`src/hdl/msfm_pkg.sv`:
```
// constants, carriers and the fcs step for the mac service frame mapper
// assumes one port clock; the relay side and mac side share that clock
// Overview of operation
// - cd transmit: preamble and sfd precede frame
// - cd receive: check fcs, split into indication
// - cd indication: user data, no-response constants
// - addresses carried in da and sa fields
// - cd: length field holds payload octet count
// - cd transmit: request priority is dropped
// - cd indication priority is port default priority
// - cd fcs covers da, sa, length, data, pad
// - missing fcs is computed, supplied fcs kept
// - supplied fcs must cover pad; pad kept
// - token bus: queue request, add delimiters
// - token bus: one indication per valid frame
// - token bus fc bits 1-2 give class
// - token bus fc bits 3-5 give action
// - token bus fc bits 6-8 give priority
// - token bus fcs covers fc, da, sa, data
// - token bus payload in mac data unit field
// - default priority is zero after reset
// - priorities lie in 0..7, three bits
package msfm_pkg;
    localparam logic [7:0] MSFM_CD_PRE = 8'h55;
    localparam logic [7:0] MSFM_CD_SFD = 8'hD5;
    // token bus delimiter symbols are stand-in octets for the phy
    localparam logic [7:0] MSFM_TB_PRE = 8'h55;
    localparam logic [7:0] MSFM_TB_SD = 8'hA5;
    localparam logic [7:0] MSFM_TB_ED = 8'h5A;
    localparam logic [15:0] MSFM_CD_PRE_LEN = 16'h0007;
    localparam logic [15:0] MSFM_TB_PRE_LEN = 16'h0003;
    localparam logic [15:0] MSFM_ADDR_LAST = 16'h0005;
    localparam logic [15:0] MSFM_LEN_LAST = 16'h0001;
    localparam logic [15:0] MSFM_FCS_LAST = 16'h0003;
    localparam logic [15:0] MSFM_MIN_DATA = 16'h002E;
    localparam logic [31:0] MSFM_CRC_INIT = 32'hFFFFFFFF;
    localparam logic [31:0] MSFM_CRC_POLY = 32'hEDB88320;
    localparam logic [31:0] MSFM_CRC_GOOD = 32'hDEBB20E3;
    localparam logic [1:0] MSFM_FF_MAC = 2'h0;
    localparam logic [1:0] MSFM_FF_USER = 2'h1;
    localparam logic [1:0] MSFM_FF_MAC2 = 2'h2;
    localparam logic [1:0] MSFM_FF_RSVD = 2'h3;
    localparam logic [2:0] MSFM_ACT_NORESP = 3'h0;
    localparam logic [2:0] MSFM_ACT_WITHRESP = 3'h1;
    localparam logic [2:0] MSFM_ACT_RESP = 3'h2;
    localparam logic [2:0] MSFM_PRIO_RST = 3'h0;
    localparam logic [15:0] MSFM_CD_HDR = 16'h000E;
    localparam logic [15:0] MSFM_TB_HDR = 16'h000D;
    localparam int MSFM_BUF_W = 9;

    // unit data request; fcs used only when fcs_given
    typedef struct packed {
        logic [1:0] frame_class_bits;
        logic [2:0] action_code_bits;
        logic [47:0] da;
        logic [47:0] sa;
        logic [15:0] len;
        logic [2:0] priority_code_bits;
        logic fcs_given;
        logic [31:0] fcs;
    } msfm_req_t;

    typedef struct packed {
        logic [1:0] frame_class_bits;
        logic [2:0] action_code_bits;
        logic [47:0] da;
        logic [47:0] sa;
        logic [15:0] len;
        logic [2:0] priority_code_bits;
        logic [31:0] fcs;
    } msfm_ind_t;

    function automatic logic [31:0] msfm_crc8(input logic [31:0] c,
                                              input logic [7:0] d);
        logic [31:0] r;
        r = c ^ {24'h000000, d};
        for (int i = 0; i < 8; i++) begin
            r = r[0] ? ((r >> 1) ^ MSFM_CRC_POLY) : (r >> 1);
        end
        return r;
    endfunction
endpackage

```
`src/hdl/msfm_buf.sv`:
```
// two-entry buffer between the transmit framer and the mac transmitter
// assumes the drain side may hold out_ready low for any time
`timescale 1ns/1ps
module msfm_buf import msfm_pkg::*; #(
    parameter int W = MSFM_BUF_W
) (
    input wire logic clk,
    input wire logic rst,
    input wire logic in_valid,
    input wire logic [W-1:0] in_data,
    output logic in_ready,
    output logic out_valid,
    output logic [W-1:0] out_data,
    input wire logic out_ready
);
    logic [W-1:0] mem [2];
    logic [W-1:0] next_mem [2];
    logic wptr, rptr, next_wptr, next_rptr;
    logic [1:0] cnt, next_cnt;
    logic push, pop;

    assign in_ready = (cnt != 2'h2);
    assign out_valid = (cnt != 2'h0);
    assign out_data = mem[rptr];

    always_comb begin
        push = in_valid && in_ready;
        pop = out_valid && out_ready;
        next_mem = mem;
        next_wptr = wptr;
        next_rptr = rptr;
        if (push) begin
            next_mem[wptr] = in_data;
            next_wptr = ~wptr;
        end
        if (pop) begin
            next_rptr = ~rptr;
        end
        next_cnt = cnt + {1'b0, push} - {1'b0, pop};
    end

    always_ff @(posedge clk or posedge rst) begin
        if (rst) begin
            mem[0] <= '0;
            mem[1] <= '0;
            wptr <= 1'b0;
            rptr <= 1'b0;
            cnt <= 2'h0;
        end else begin
            mem <= next_mem;
            wptr <= next_wptr;
            rptr <= next_rptr;
            cnt <= next_cnt;
        end
    end

    buf_hold_a: assert property (@(posedge clk) disable iff (rst)
        out_valid && !out_ready |=> out_valid && $stable(out_data))
        else $error("buffer dropped a stalled word");
endmodule

```
`src/hdl/msfm_mapper.sv`:
```
// maps unit data requests onto mac frames and received frames back
// assumes mac_type_tbus is static while traffic flows; rx bytes arrive
// from same-clock mac receive logic without preamble, ending in the fcs
`timescale 1ns/1ps
module msfm_mapper import msfm_pkg::*; (
    input wire logic clk,
    input wire logic rst,
    input wire logic mac_type_tbus,
    input wire logic prio_set,
    input wire logic [2:0] prio_value,
    input wire logic req_valid,
    input wire msfm_req_t req_hdr,
    output logic req_ready,
    input wire logic pay_valid,
    input wire logic [7:0] pay_data,
    output logic pay_ready,
    output logic tx_valid,
    output logic [7:0] tx_data,
    output logic tx_last,
    input wire logic tx_ready,
    input wire logic rx_valid,
    input wire logic [7:0] rx_data,
    input wire logic rx_last,
    output logic ind_pay_valid,
    output logic [7:0] ind_pay_data,
    output logic ind_valid,
    output msfm_ind_t ind_hdr,
    output logic ind_drop,
    output logic [15:0] drop_count,
    output logic [2:0] default_prio
);
    typedef enum logic [3:0] {
        T_IDLE, T_PRE, T_SFD, T_FC, T_DA, T_SA, T_LEN, T_DATA, T_PAD,
        T_FCS, T_ED
    } msfm_tx_t;

    msfm_tx_t tstate, next_tstate, nxt;
    msfm_req_t thdr, next_thdr;
    logic [15:0] tcnt, next_tcnt, lim;
    logic [31:0] tcrc, next_tcrc, fcs_v;
    logic [15:0] pad_n;
    logic byte_v, byte_last, in_crc, buf_rdy, step, next_req_ready;
    logic [7:0] byte_d;
    logic [8:0] buf_out;

    // short cd frames are padded with zeros; a supplied fcs must cover them
    assign pad_n = (thdr.len < MSFM_MIN_DATA) ? MSFM_MIN_DATA - thdr.len
                                              : 16'h0000;
    assign fcs_v = thdr.fcs_given ? thdr.fcs : ~tcrc;

    always_comb begin
        next_tstate = tstate;
        next_tcnt = tcnt;
        next_tcrc = tcrc;
        next_thdr = thdr;
        byte_v = 1'b1;
        byte_d = 8'h00;
        byte_last = 1'b0;
        in_crc = 1'b1;
        lim = 16'h0000;
        nxt = T_IDLE;
        pay_ready = 1'b0;
        unique case (tstate)
            T_IDLE: begin
                byte_v = 1'b0;
                if (req_valid) begin
                    next_thdr = req_hdr;
                    next_tstate = T_PRE;
                    next_tcnt = 16'h0000;
                    next_tcrc = MSFM_CRC_INIT;
                end
            end
            T_PRE: begin
                in_crc = 1'b0;
                byte_d = mac_type_tbus ? MSFM_TB_PRE : MSFM_CD_PRE;
                lim = (mac_type_tbus ? MSFM_TB_PRE_LEN : MSFM_CD_PRE_LEN)
                      - 16'h0001;
                nxt = T_SFD;
            end
            T_SFD: begin
                in_crc = 1'b0;
                byte_d = mac_type_tbus ? MSFM_TB_SD : MSFM_CD_SFD;
                nxt = mac_type_tbus ? T_FC : T_DA;
            end
            T_FC: begin
                byte_d = {thdr.frame_class_bits, thdr.action_code_bits,
                          thdr.priority_code_bits};
                nxt = T_DA;
            end
            T_DA: begin
                byte_d = thdr.da[6'd47 - {tcnt[2:0], 3'b000} -: 8];
                lim = MSFM_ADDR_LAST;
                nxt = T_SA;
            end
            T_SA: begin
                byte_d = thdr.sa[6'd47 - {tcnt[2:0], 3'b000} -: 8];
                lim = MSFM_ADDR_LAST;
                if (!mac_type_tbus) begin
                    nxt = T_LEN;
                end else begin
                    nxt = (thdr.len != 16'h0000) ? T_DATA : T_FCS;
                end
            end
            T_LEN: begin
                // request priority has no place in this frame
                byte_d = tcnt[0] ? thdr.len[7:0] : thdr.len[15:8];
                lim = MSFM_LEN_LAST;
                if (thdr.len != 16'h0000) begin
                    nxt = T_DATA;
                end else begin
                    nxt = (pad_n != 16'h0000) ? T_PAD : T_FCS;
                end
            end
            T_DATA: begin
                byte_v = pay_valid;
                byte_d = pay_data;
                pay_ready = buf_rdy;
                lim = thdr.len - 16'h0001;
                nxt = (!mac_type_tbus && pad_n != 16'h0000) ? T_PAD : T_FCS;
            end
            T_PAD: begin
                lim = pad_n - 16'h0001;
                nxt = T_FCS;
            end
            T_FCS: begin
                in_crc = 1'b0;
                byte_d = fcs_v[{tcnt[1:0], 3'b000} +: 8];
                lim = MSFM_FCS_LAST;
                byte_last = !mac_type_tbus && tcnt == MSFM_FCS_LAST;
                nxt = mac_type_tbus ? T_ED : T_IDLE;
            end
            T_ED: begin
                in_crc = 1'b0;
                byte_d = MSFM_TB_ED;
                byte_last = 1'b1;
            end
        endcase
        step = byte_v && buf_rdy;
        if (step) begin
            if (in_crc) begin
                next_tcrc = msfm_crc8(tcrc, byte_d);
            end
            if (tcnt == lim) begin
                next_tcnt = 16'h0000;
                next_tstate = nxt;
            end else begin
                next_tcnt = tcnt + 16'h0001;
            end
        end
        next_req_ready = (next_tstate == T_IDLE);
    end

    always_ff @(posedge clk or posedge rst) begin
        if (rst) begin
            tstate <= T_IDLE;
            tcnt <= 16'h0000;
            tcrc <= MSFM_CRC_INIT;
            thdr <= '0;
            req_ready <= 1'b1;
        end else begin
            tstate <= next_tstate;
            tcnt <= next_tcnt;
            tcrc <= next_tcrc;
            thdr <= next_thdr;
            req_ready <= next_req_ready;
        end
    end

    // buffer absorbs a stall so no byte is lost mid-field
    msfm_buf #(.W(MSFM_BUF_W)) u_buf (
        .clk(clk),
        .rst(rst),
        .in_valid(byte_v && tstate != T_IDLE),
        .in_data({byte_last, byte_d}),
        .in_ready(buf_rdy),
        .out_valid(tx_valid),
        .out_data(buf_out),
        .out_ready(tx_ready)
    );
    assign tx_data = buf_out[7:0];
    assign tx_last = buf_out[8];

    // receive side: fcs bytes trail the payload, so hold four back
    logic [15:0] rcnt, next_rcnt, dcnt, next_dcnt, rlen, next_rlen, hoff;
    logic [15:0] p;
    logic [31:0] rcrc, next_rcrc, win, next_win;
    logic [2:0] bfill, next_bfill;
    logic [7:0] fc, next_fc;
    logic [47:0] rda, next_rda, rsa, next_rsa;
    logic next_ind_valid, next_ind_drop, next_pv, good;
    logic [7:0] next_pd;
    logic [2:0] next_dprio;
    logic [15:0] next_drop_count;
    msfm_ind_t next_ind_hdr;

    always_comb begin
        next_rcnt = rcnt;
        next_dcnt = dcnt;
        next_rlen = rlen;
        next_rcrc = rcrc;
        next_win = win;
        next_bfill = bfill;
        next_fc = fc;
        next_rda = rda;
        next_rsa = rsa;
        next_ind_valid = 1'b0;
        next_ind_drop = 1'b0;
        next_pv = 1'b0;
        next_pd = ind_pay_data;
        next_ind_hdr = ind_hdr;
        next_drop_count = drop_count;
        good = 1'b0;
        hoff = mac_type_tbus ? 16'h0001 : 16'h0000;
        p = rcnt - hoff;
        next_dprio = prio_set ? prio_value : default_prio;
        if (rx_valid) begin
            next_rcrc = msfm_crc8(rcnt == 16'h0000 ? MSFM_CRC_INIT : rcrc,
                                  rx_data);
            next_rcnt = rcnt + 16'h0001;
            if (mac_type_tbus && rcnt == 16'h0000) begin
                next_fc = rx_data;
            end else if (p < 16'h0006) begin
                next_rda = {rda[39:0], rx_data};
            end else if (p < 16'h000C) begin
                next_rsa = {rsa[39:0], rx_data};
            end else if (!mac_type_tbus && p < MSFM_CD_HDR) begin
                next_rlen = {rlen[7:0], rx_data};
            end else begin
                next_win = {win[23:0], rx_data};
                if (bfill != 3'h4) begin
                    next_bfill = bfill + 3'h1;
                end else if (mac_type_tbus || dcnt < rlen) begin
                    next_pv = 1'b1;
                    next_pd = win[31:24];
                    next_dcnt = dcnt + 16'h0001;
                end
            end
            if (rx_last) begin
                // count after this octet, so a bare-fcs bus frame passes
                good = next_rcrc == MSFM_CRC_GOOD && next_bfill == 3'h4
                       && (mac_type_tbus || next_dcnt == rlen);
                next_ind_valid = good;
                next_ind_drop = !good;
                if (!good) begin
                    next_drop_count = drop_count + 16'h0001;
                end
                next_ind_hdr.frame_class_bits = mac_type_tbus
                    ? ((fc[7:6] == MSFM_FF_MAC) ? MSFM_FF_MAC2 : fc[7:6])
                    : MSFM_FF_USER;
                next_ind_hdr.action_code_bits = mac_type_tbus ? fc[5:3]
                    : MSFM_ACT_NORESP;
                next_ind_hdr.priority_code_bits = mac_type_tbus ? fc[2:0]
                    : default_prio;
                next_ind_hdr.da = next_rda;
                next_ind_hdr.sa = next_rsa;
                next_ind_hdr.len = next_dcnt;
                next_ind_hdr.fcs = {next_win[7:0], next_win[15:8],
                                    next_win[23:16], next_win[31:24]};
                next_rcnt = 16'h0000;
                next_dcnt = 16'h0000;
                next_bfill = 3'h0;
            end
        end
    end

    always_ff @(posedge clk or posedge rst) begin
        if (rst) begin
            rcnt <= 16'h0000;
            dcnt <= 16'h0000;
            rlen <= 16'h0000;
            rcrc <= MSFM_CRC_INIT;
            win <= 32'h00000000;
            bfill <= 3'h0;
            fc <= 8'h00;
            rda <= '0;
            rsa <= '0;
            ind_valid <= 1'b0;
            ind_drop <= 1'b0;
            ind_pay_valid <= 1'b0;
            ind_pay_data <= 8'h00;
            ind_hdr <= '0;
            drop_count <= 16'h0000;
            default_prio <= MSFM_PRIO_RST;
        end else begin
            rcnt <= next_rcnt;
            dcnt <= next_dcnt;
            rlen <= next_rlen;
            rcrc <= next_rcrc;
            win <= next_win;
            bfill <= next_bfill;
            fc <= next_fc;
            rda <= next_rda;
            rsa <= next_rsa;
            ind_valid <= next_ind_valid;
            ind_drop <= next_ind_drop;
            ind_pay_valid <= next_pv;
            ind_pay_data <= next_pd;
            ind_hdr <= next_ind_hdr;
            drop_count <= next_drop_count;
            default_prio <= next_dprio;
        end
    end

    pre_then_sfd_a: assert property (@(posedge clk) disable iff (rst)
        tstate == T_PRE && step && tcnt == lim |=> tstate == T_SFD)
        else $error("preamble not followed by start delimiter");
    cd_no_fc_a: assert property (@(posedge clk) disable iff (rst)
        !mac_type_tbus && tstate == T_SFD && step |=> tstate == T_DA)
        else $error("priority octet sent on cd frame");
    tb_fc_crc_a: assert property (@(posedge clk) disable iff (rst)
        tstate == T_FC && step
        |=> tcrc == msfm_crc8(MSFM_CRC_INIT, $past(byte_d)))
        else $error("fc octet not in fcs");
    cd_ind_const_a: assert property (@(posedge clk) disable iff (rst)
        ind_valid && !mac_type_tbus |-> ind_hdr.frame_class_bits
        == MSFM_FF_USER && ind_hdr.action_code_bits == MSFM_ACT_NORESP)
        else $error("cd indication constants wrong");
    cd_ind_prio_a: assert property (@(posedge clk) disable iff (rst)
        ind_valid && !mac_type_tbus |-> ind_hdr.priority_code_bits
        == $past(default_prio))
        else $error("cd indication priority not default");
    tb_ind_prio_a: assert property (@(posedge clk) disable iff (rst)
        ind_valid && mac_type_tbus |-> ind_hdr.priority_code_bits
        == $past(fc[2:0]))
        else $error("tb indication priority not from fc");
    bad_fcs_drop_a: assert property (@(posedge clk) disable iff (rst)
        ind_drop |-> !ind_valid && drop_count == $past(drop_count) + 16'h1)
        else $error("bad frame not dropped and counted");
    prio_reset_a: assert property (@(posedge clk)
        $past(rst) && !rst |-> default_prio == MSFM_PRIO_RST)
        else $error("default priority not zero after reset");
    frame_ends_a: assert property (@(posedge clk) disable iff (rst)
        tstate == T_FCS && step && tcnt == lim && mac_type_tbus
        |=> tstate == T_ED)
        else $error("token bus frame lacks end delimiter");

    cd_tx_done_c: cover property (@(posedge clk) disable iff (rst)
        !mac_type_tbus && tx_valid && tx_ready && tx_last);
    tb_tx_done_c: cover property (@(posedge clk) disable iff (rst)
        mac_type_tbus && tx_valid && tx_ready && tx_last);
    rx_good_c: cover property (@(posedge clk) disable iff (rst) ind_valid);
    rx_drop_c: cover property (@(posedge clk) disable iff (rst) ind_drop);
endmodule

```
`config.mk`:
```
export PLATFORM = sky130hd
export DESIGN_NAME = msfm_mapper
export DESIGN_NICKNAME = d
export VERILOG_FILES = /design/src/hdl/msfm_pkg.sv /design/src/hdl/msfm_buf.sv /design/src/hdl/msfm_mapper.sv
export SDC_FILE = /design/constraint.sdc
export NUM_CORES = 2
export LEC_CHECK = 0
export ABC_AREA = 1
export BUFFER_PORTS_ARGS = -buffer_cell sky130_fd_sc_hd__buf_4
export CAP_MARGIN = 30
export CORE_ASPECT_RATIO = 0.5
export CORE_MARGIN = 1.5
export CORE_UTILIZATION = 60
export CTS_CLUSTER_DIAMETER = 60
export DETAILED_ROUTE_END_ITERATION = 8
export PLACE_DENSITY = 0.91
export SYNTH_ARGS = -nofsm -noshare
export SYNTH_HDL_FRONTEND = slang
export SYNTH_SLANG_ARGS = --single-unit
```
`constraint.sdc`:
```
create_clock -name clk -period 41.1 [get_ports clk]
set_input_delay 2.055 -clock clk [delete_from_list [all_inputs] [get_ports clk]]
set_output_delay 2.055 -clock clk [all_outputs]
set_load 0.01 [all_outputs]
```
After elaboration in Yosys (flattened, before gate mapping) --
Cells that the tools add are included.
Storage, ports and cells: flip-flop bits (word level) 629, output and inout bits 194
Operators by class: add/sub/neg operators 13, magnitude comparators 8, eq/ne operators 17, shift operators 3, muxes and demuxes 94, bitwise operators 29, reduce and logical (&&, ||, !) cells 34
Operators by type and width (count):
- 32-bit two-way mux | 26
- 48-bit two-way mux | 5
- 16-bit two-way mux | 14
- 13-bit inverter with 14-bit output | 16
- 55-bit by 7-bit variable part select with 8-bit output | 2
- 16-bit case mux with 6 select lines | 1
- 8-bit case mux with 9 select lines | 1
- 16-bit by 1-bit adder with 16-bit output, second input constant | 4
- 32-bit by 8-bit bitwise XOR with 32-bit output | 2
- 9-bit two-way mux | 4
- 4-bit case mux with 9 select lines | 1
- 3-bit two-way mux | 11
- 16-bit equality test | 2
- 32-bit equality test, second input constant | 1
- 16-bit by 4-bit less-than comparator with 1-bit output, second input constant | 2
- 4-bit two-way mux | 8
- 32-bit inverter | 1
- 16-bit nonzero test | 2
- 32-bit by 6-bit variable part select with 8-bit output | 1
- 16-bit by 1-bit subtractor with 16-bit output, second input constant | 2
- 18-bit bitwise mux | 1
- 16-bit by 2-bit equality test with 1-bit output, second input constant | 1
- 4-bit by 3-bit equality test with 1-bit output, second input constant | 4
- 16-bit logical NOT | 1
- 39 further kinds | 85

Logic depth before layout (Yosys ltp) --
depth after elaboration 25, mapped depth 29, gate-level depth less buffers 28

Modules after synthesis --
A second synthesis with hierarchy kept.
Unflattened totals: cell total of the unflattened synthesis 4381, area total of the unflattened synthesis 33015.4 um2
Modules (own cells, without submodules):
- msfm_mapper | times used 1, cells an instance 4243, area each 31916.9 um2, seq. area each 15270.9 um2
- msfm_buf | times used 1, cells an instance 138, area each 1098.6 um2, seq. area each 550.5 um2

Worst setup path before layout --
No wires, ideal clock.
path kind in2reg, from input port mac_type_tbus, to register drop_count[2], library setup time 0.117 ns, arrival 4.478 ns, required time 40.983 ns, setup slack 36.505 ns, stages 26, path through inv_2 nor2_4 ha_1 nand2_1 nor2_1 nand2_1 nand2_1 nand3_1 nor2_1 nand3_2 nand2_2 nor2_4 buf_4 nand3_2 nand2_1 nand2_1 nand2_1 nor2_1 nand2_1 nor2_1 nand2_1 nand2_1 nand2_2 buf_2 nand3_1 nand2_1
On the way: longest elaborated chain between the ends 14, elaborated cells between the ends (all ways) 28, classes of those cells 1 x add/sub; 3 x order compare; 2 x eq/ne; 13 x mux; 1 x bitwise; 8 x reduce/logical
RTL lines:
- from (decl) | RTL line msfm_mapper.sv:8 | input wire logic mac_type_tbus,
- 1-bit two-way mux | RTL line msfm_mapper.sv:213 | hoff = mac_type_tbus ? 16'h0001 : 16'h0000;
- 16-bit by 1-bit subtractor with 16-bit output | RTL line msfm_mapper.sv:214 | p = rcnt - hoff;
- 16-bit by 4-bit less-than comparator with 1-bit output | RTL line msfm_mapper.sv:226 | end else if (!mac_type_tbus && p < MSFM_CD_HDR) begin
- 1-bit logical AND | RTL line msfm_mapper.sv:226
- 16-bit two-way mux or 3-bit two-way mux (tied branches) | RTL line msfm_mapper.sv:226
- 16-bit two-way mux or 3-bit two-way mux (tied branches) | RTL line msfm_mapper.sv:224 | end else if (p < 16'h000C) begin
- 16-bit two-way mux or 3-bit two-way mux (tied branches) | RTL line msfm_mapper.sv:222 | end else if (p < 16'h0006) begin
- 16-bit two-way mux or 3-bit two-way mux (tied branches) | RTL line msfm_mapper.sv:220 | if (mac_type_tbus && rcnt == 16'h0000) begin
- 16-bit two-way mux or 3-bit two-way mux (tied branches) | RTL line msfm_mapper.sv:216 | if (rx_valid) begin
- 16-bit equality test or 3-bit equality test (tied branches) | RTL line msfm_mapper.sv:241, msfm_mapper.sv:240
- 1-bit logical OR or 1-bit logical AND (tied branches) | RTL line msfm_mapper.sv:241, msfm_mapper.sv:240
- 1-bit logical AND * | RTL line msfm_mapper.sv:241 | && (mac_type_tbus || next_dcnt == rlen);
- 1-bit inverter (no source line) *
- 3-bit AND reduction (no source line) *
- to (signal assigned) | RTL line msfm_mapper.sv:299 | drop_count <= next_drop_count;
- to (decl) | RTL line msfm_mapper.sv:29 | output logic [15:0] drop_count,
Mark *: on every way between the ends. The rest lies on a longest branch, timed or not. The select of a mux whose other input is x is not followed. A chain may end at the register's enable or synchronous reset.

Worst setup path in the final report --
from input port mac_type_tbus, to register drop_count[14]
The elaborated chain is that of the path after synthesis.

==> key figures <==
Outcome
  • Status: finished clean

Timing
  • Clock skew: about 0.023 ns
  • Relative slew margins: 0.2990
  • Fin crit share: 0.1299
  • Max Transition Viols Final: 0
  • RSZ-0062 raised after global routing: false
  • Final count of negative-setup-slack endpoints: 0
  • Crit path time final: 5.339 ns
  • Setup_tns: 0 ns
  • Max Fclk: 0.1873 GHz
  • Slew at the pin closest to its max-slew limit: between 1 and 1.5 ns
  • Final hold vios: 0

Logic synthesis
  • Cell Area, Synth: roughly 33000 µm²
  • Post-synthesis sequential area ratio: 0.4813
  • Synthesized Nets: 4515
  • Post-synth top flop: dfrtp_1
  • Area contributors post-synth: dfrtp_1 43%, nand2_1 17%, o21ai_0 8.3%
  • Ys Warns: 0
  • Synth area leader: dfrtp_1
  • Synth Register Bits: between 600 and 700
  • Post-Synthesis Mean Instance Area: 7.639 µm²
  • Most frequent cells after synthesis: 1501 x nand2_1, 564 x dfrtp_1, 548 x o21ai_0
  • Post-synth top area share: 0.4294
  • Distinct cells, synth: between 50 and 60
  • Async S/R FF share, synth: 1.000
  • Syn Inst Count: 4303
  • Count leader, synth: nand2_1
  • Post-synth EDFFs: 0

Power and ir drop
  • Net Switching: 0.001194 W
  • Combinational share of power: 0.456
  • Pwr/cell area: 72.82 nW/µm²
  • Total power: 0.002764 W
  • Sw frac: 0.4319
  • Internal: roughly 0.0016 W
  • Leak: ~19 nW
  • VDD IR-drop max: 46.78 µV
  • Share of total power in the clock network: 0.196
  • Flop pwr share: 0.348

Floorplan
  • IO Pins: 375
  • DIE HEIGHT: 168.5 µm
  • Core area: 53900 µm²
  • Die area: between 50000 and 60000 µm²
  • Overall die width: 334.0 µm
  • Std cell rows: 60
  • Initial Util: 0.6098

Worst hold path
  • Hold Path Class: reg -> reg

Placement
  • Placer congestion estimate: a little under 1
  • Hpwl dp: 65460 µm
  • Port buffer count: 374

Global routing
  • Initial antenna violation count: 1
  • First-pass GRT wire length: 150700 µm
  • Grt ovf: 0
  • Vias in the first global route: 28860
  • Largest net degree at the start of global routing: ~130
  • Total track usage: 0.3311

Critical path
  • Arrival @ worst endpoint: 5.89 ns
  • Max FO, Critical Path: 44
  • CP max stage delay: 0.46 ns
  • Cell mode on critical path: nand2_1
  • CP top delay family: simple AND/OR/NAND/NOR gates
  • Crit path kind: in -> reg
  • Slowest-stage cell, CP: buf_4
  • Worst setup SP type: input port
  • WP buf/inv: 3
  • Required @ worst endpoint: 41.65 ns
  • Crit. End Element: register

Drt
  • Drc violations: 0
  • Post-route ant nets: 0
  • WL final: ~95000 µm
  • Routed vias: just over 30000
  • DRT Pass-1 Iters: 6
  • Post-detailed-route via-to-cell ratio: 5.729
  • Drt wl/cell: around 18 µm
  • Initial DRC count: 3397

Clock tree
  • CTS resizes: 0
  • Clk sinks: around 630
  • Clock Path Buffers: 3
  • Clk root buf: clkbuf_16
  • CTS Buf Count: 54
  • Clock insertion delay at the later pin of the skew report: 0.62 ns
  • Post-CTS Setup Repair Bufs: 0
  • Clock Pin Slew Worst Setup and Hold Paths: 0.07 ns
  • CTS tree: built
  • CTS H-tree depth: 2
  • Hold buffers post-CTS: 0

Cells and area
  • Area grow syn2layout: 15.48%
  • Fin nets: 4781
  • Layout cells sized above 1: 0.1422

Job
  • Max-cap violations: 0
-- layer usage --
metal | vias up | routed length (µm) | global-route usage
met5 | - | 0 | 0
met3 | 296 | 6821 | 0.04972
met4 | 0 | 4658 | 0.1502
li1 | 14350 | - | -
met1 | 14540 | 37720 | 0.4312
met2 | 1323 | 45550 | 0.5536
-- final cells by class --
class / instances / area [µm²]
diodes: 1 / 2.502
clock buffers: 77 / 1569
clock inverters: 22 / 284.0
fillers: 4112 / 15950
inverters: 410 / 1556
multi-input cells: 3070 / 14750
flip-flops and latches: 629 / 15820
well taps: 713 / 892.1
repair buffers: 404 / 3080
-- metrics by stage --
stage,hold slack (ns),util,area [µm²],worst slack (ns),std cells
global placement,0.4583,0.6685,36030,35.33,5223
finish,0.4719,0.7042,37960,35.76,5326
detailed placement,0.4599,0.6698,36100,35.20,5226
CTS,0.4723,0.7041,37950,35.84,5325
global route,0.4812,0.7042,37960,35.37,5326
floorplan,0.4436,-,32870,21.54,4303
-- worst register-to-register path: cells and delay by family, from the launching register on --
kind	cells	cell delay, ns
compound gates	3	0.42
buf+inv	6	2.39
flops	1	0.34
simple gates	15	2.09
-- final timing paths --
check                                    from  cells past startpoint  slack (ns)        endpoint
max in group asynchronous                 rst                      4       37.21     ind_hdr[65]
worst max-delay path            mac_type_tbus                     29       35.76  drop_count[14]
worst min-delay path                 rcrc[20]                      2        0.47        rcrc[20]
min in group asynchronous                 rst                      2        1.65       thdr[107]
worst max register to register        tcnt[0]                     24       35.79        tcrc[19]
worst min register to register       rcrc[20]                      2        0.47        rcrc[20]
-- layout by cell type (no fill, tap or decap), types with 6 or more instances in the layout --
cell,synthesis,final
xnor2_1,27,27
xor2_1,70,70
dfstp_2,65,65
o21ai_1,6,6
or2_2,6,6
o22ai_1,39,39
a31oi_1,11,11
clkbuf_1,156,11
nor4_1,7,7
buf_4,1,401
clkbuf_8,0,11
dfrtp_1,564,563
o211ai_1,18,18
nor2_2,11,11
nor2_1,232,232
o21ai_0,548,548
xor2_2,10,10
a21oi_1,110,110
nand2_1,1501,1499
ha_1,31,31
clkinv_2,0,7
mux2i_1,56,56
clkinv_1,10,8
nor3_1,31,30
inv_1,384,382
nand2_4,7,9
clkbuf_16,0,55
nand3_1,229,228
inv_2,15,16
nand2_2,18,18
nand4_1,52,52
mux2_2,10,10
-- state kept, by name (all words and copies together) (netlist names), 3 cells and up --
signal / flops
u_buf.mem: 18
rlen: 16
rcrc: 32
tcrc: 32
default_prio: 3
tstate: 4
drop_count: 16
win: 32
rsa: 48
thdr: 153
ind_pay_data: 8
fc: 8
ind_hdr: 152
rcnt: 16
dcnt: 16
tcnt: 16
bfill: 3
rda: 48
-- power groups by stage --
stage	clock network (W)	registers, W	logic [W]
6_report	0.000542	0.000962	0.00126
5_1_grt	0.000571	0.000978	0.00140
4_1_cts	0.000546	0.000956	0.00124
3_5_place_dp	0	0.000963	0.00123
3_3_place_gp	0	0.000956	0.00117
2_1_floorplan	0	0.000950	0.000845
-- cells by family after synthesis --
kind of cell	share of synthesized area
DFF	0.4813
and+or+nand+nor	0.2627
AOI/OAI and AO/OA	0.1198
muxes	0.02048
adders and majority gates	0.01180
xor gates and xnor gates	0.03316
buffers and inverters	0.07069
(Power assumes the default switching activity.)
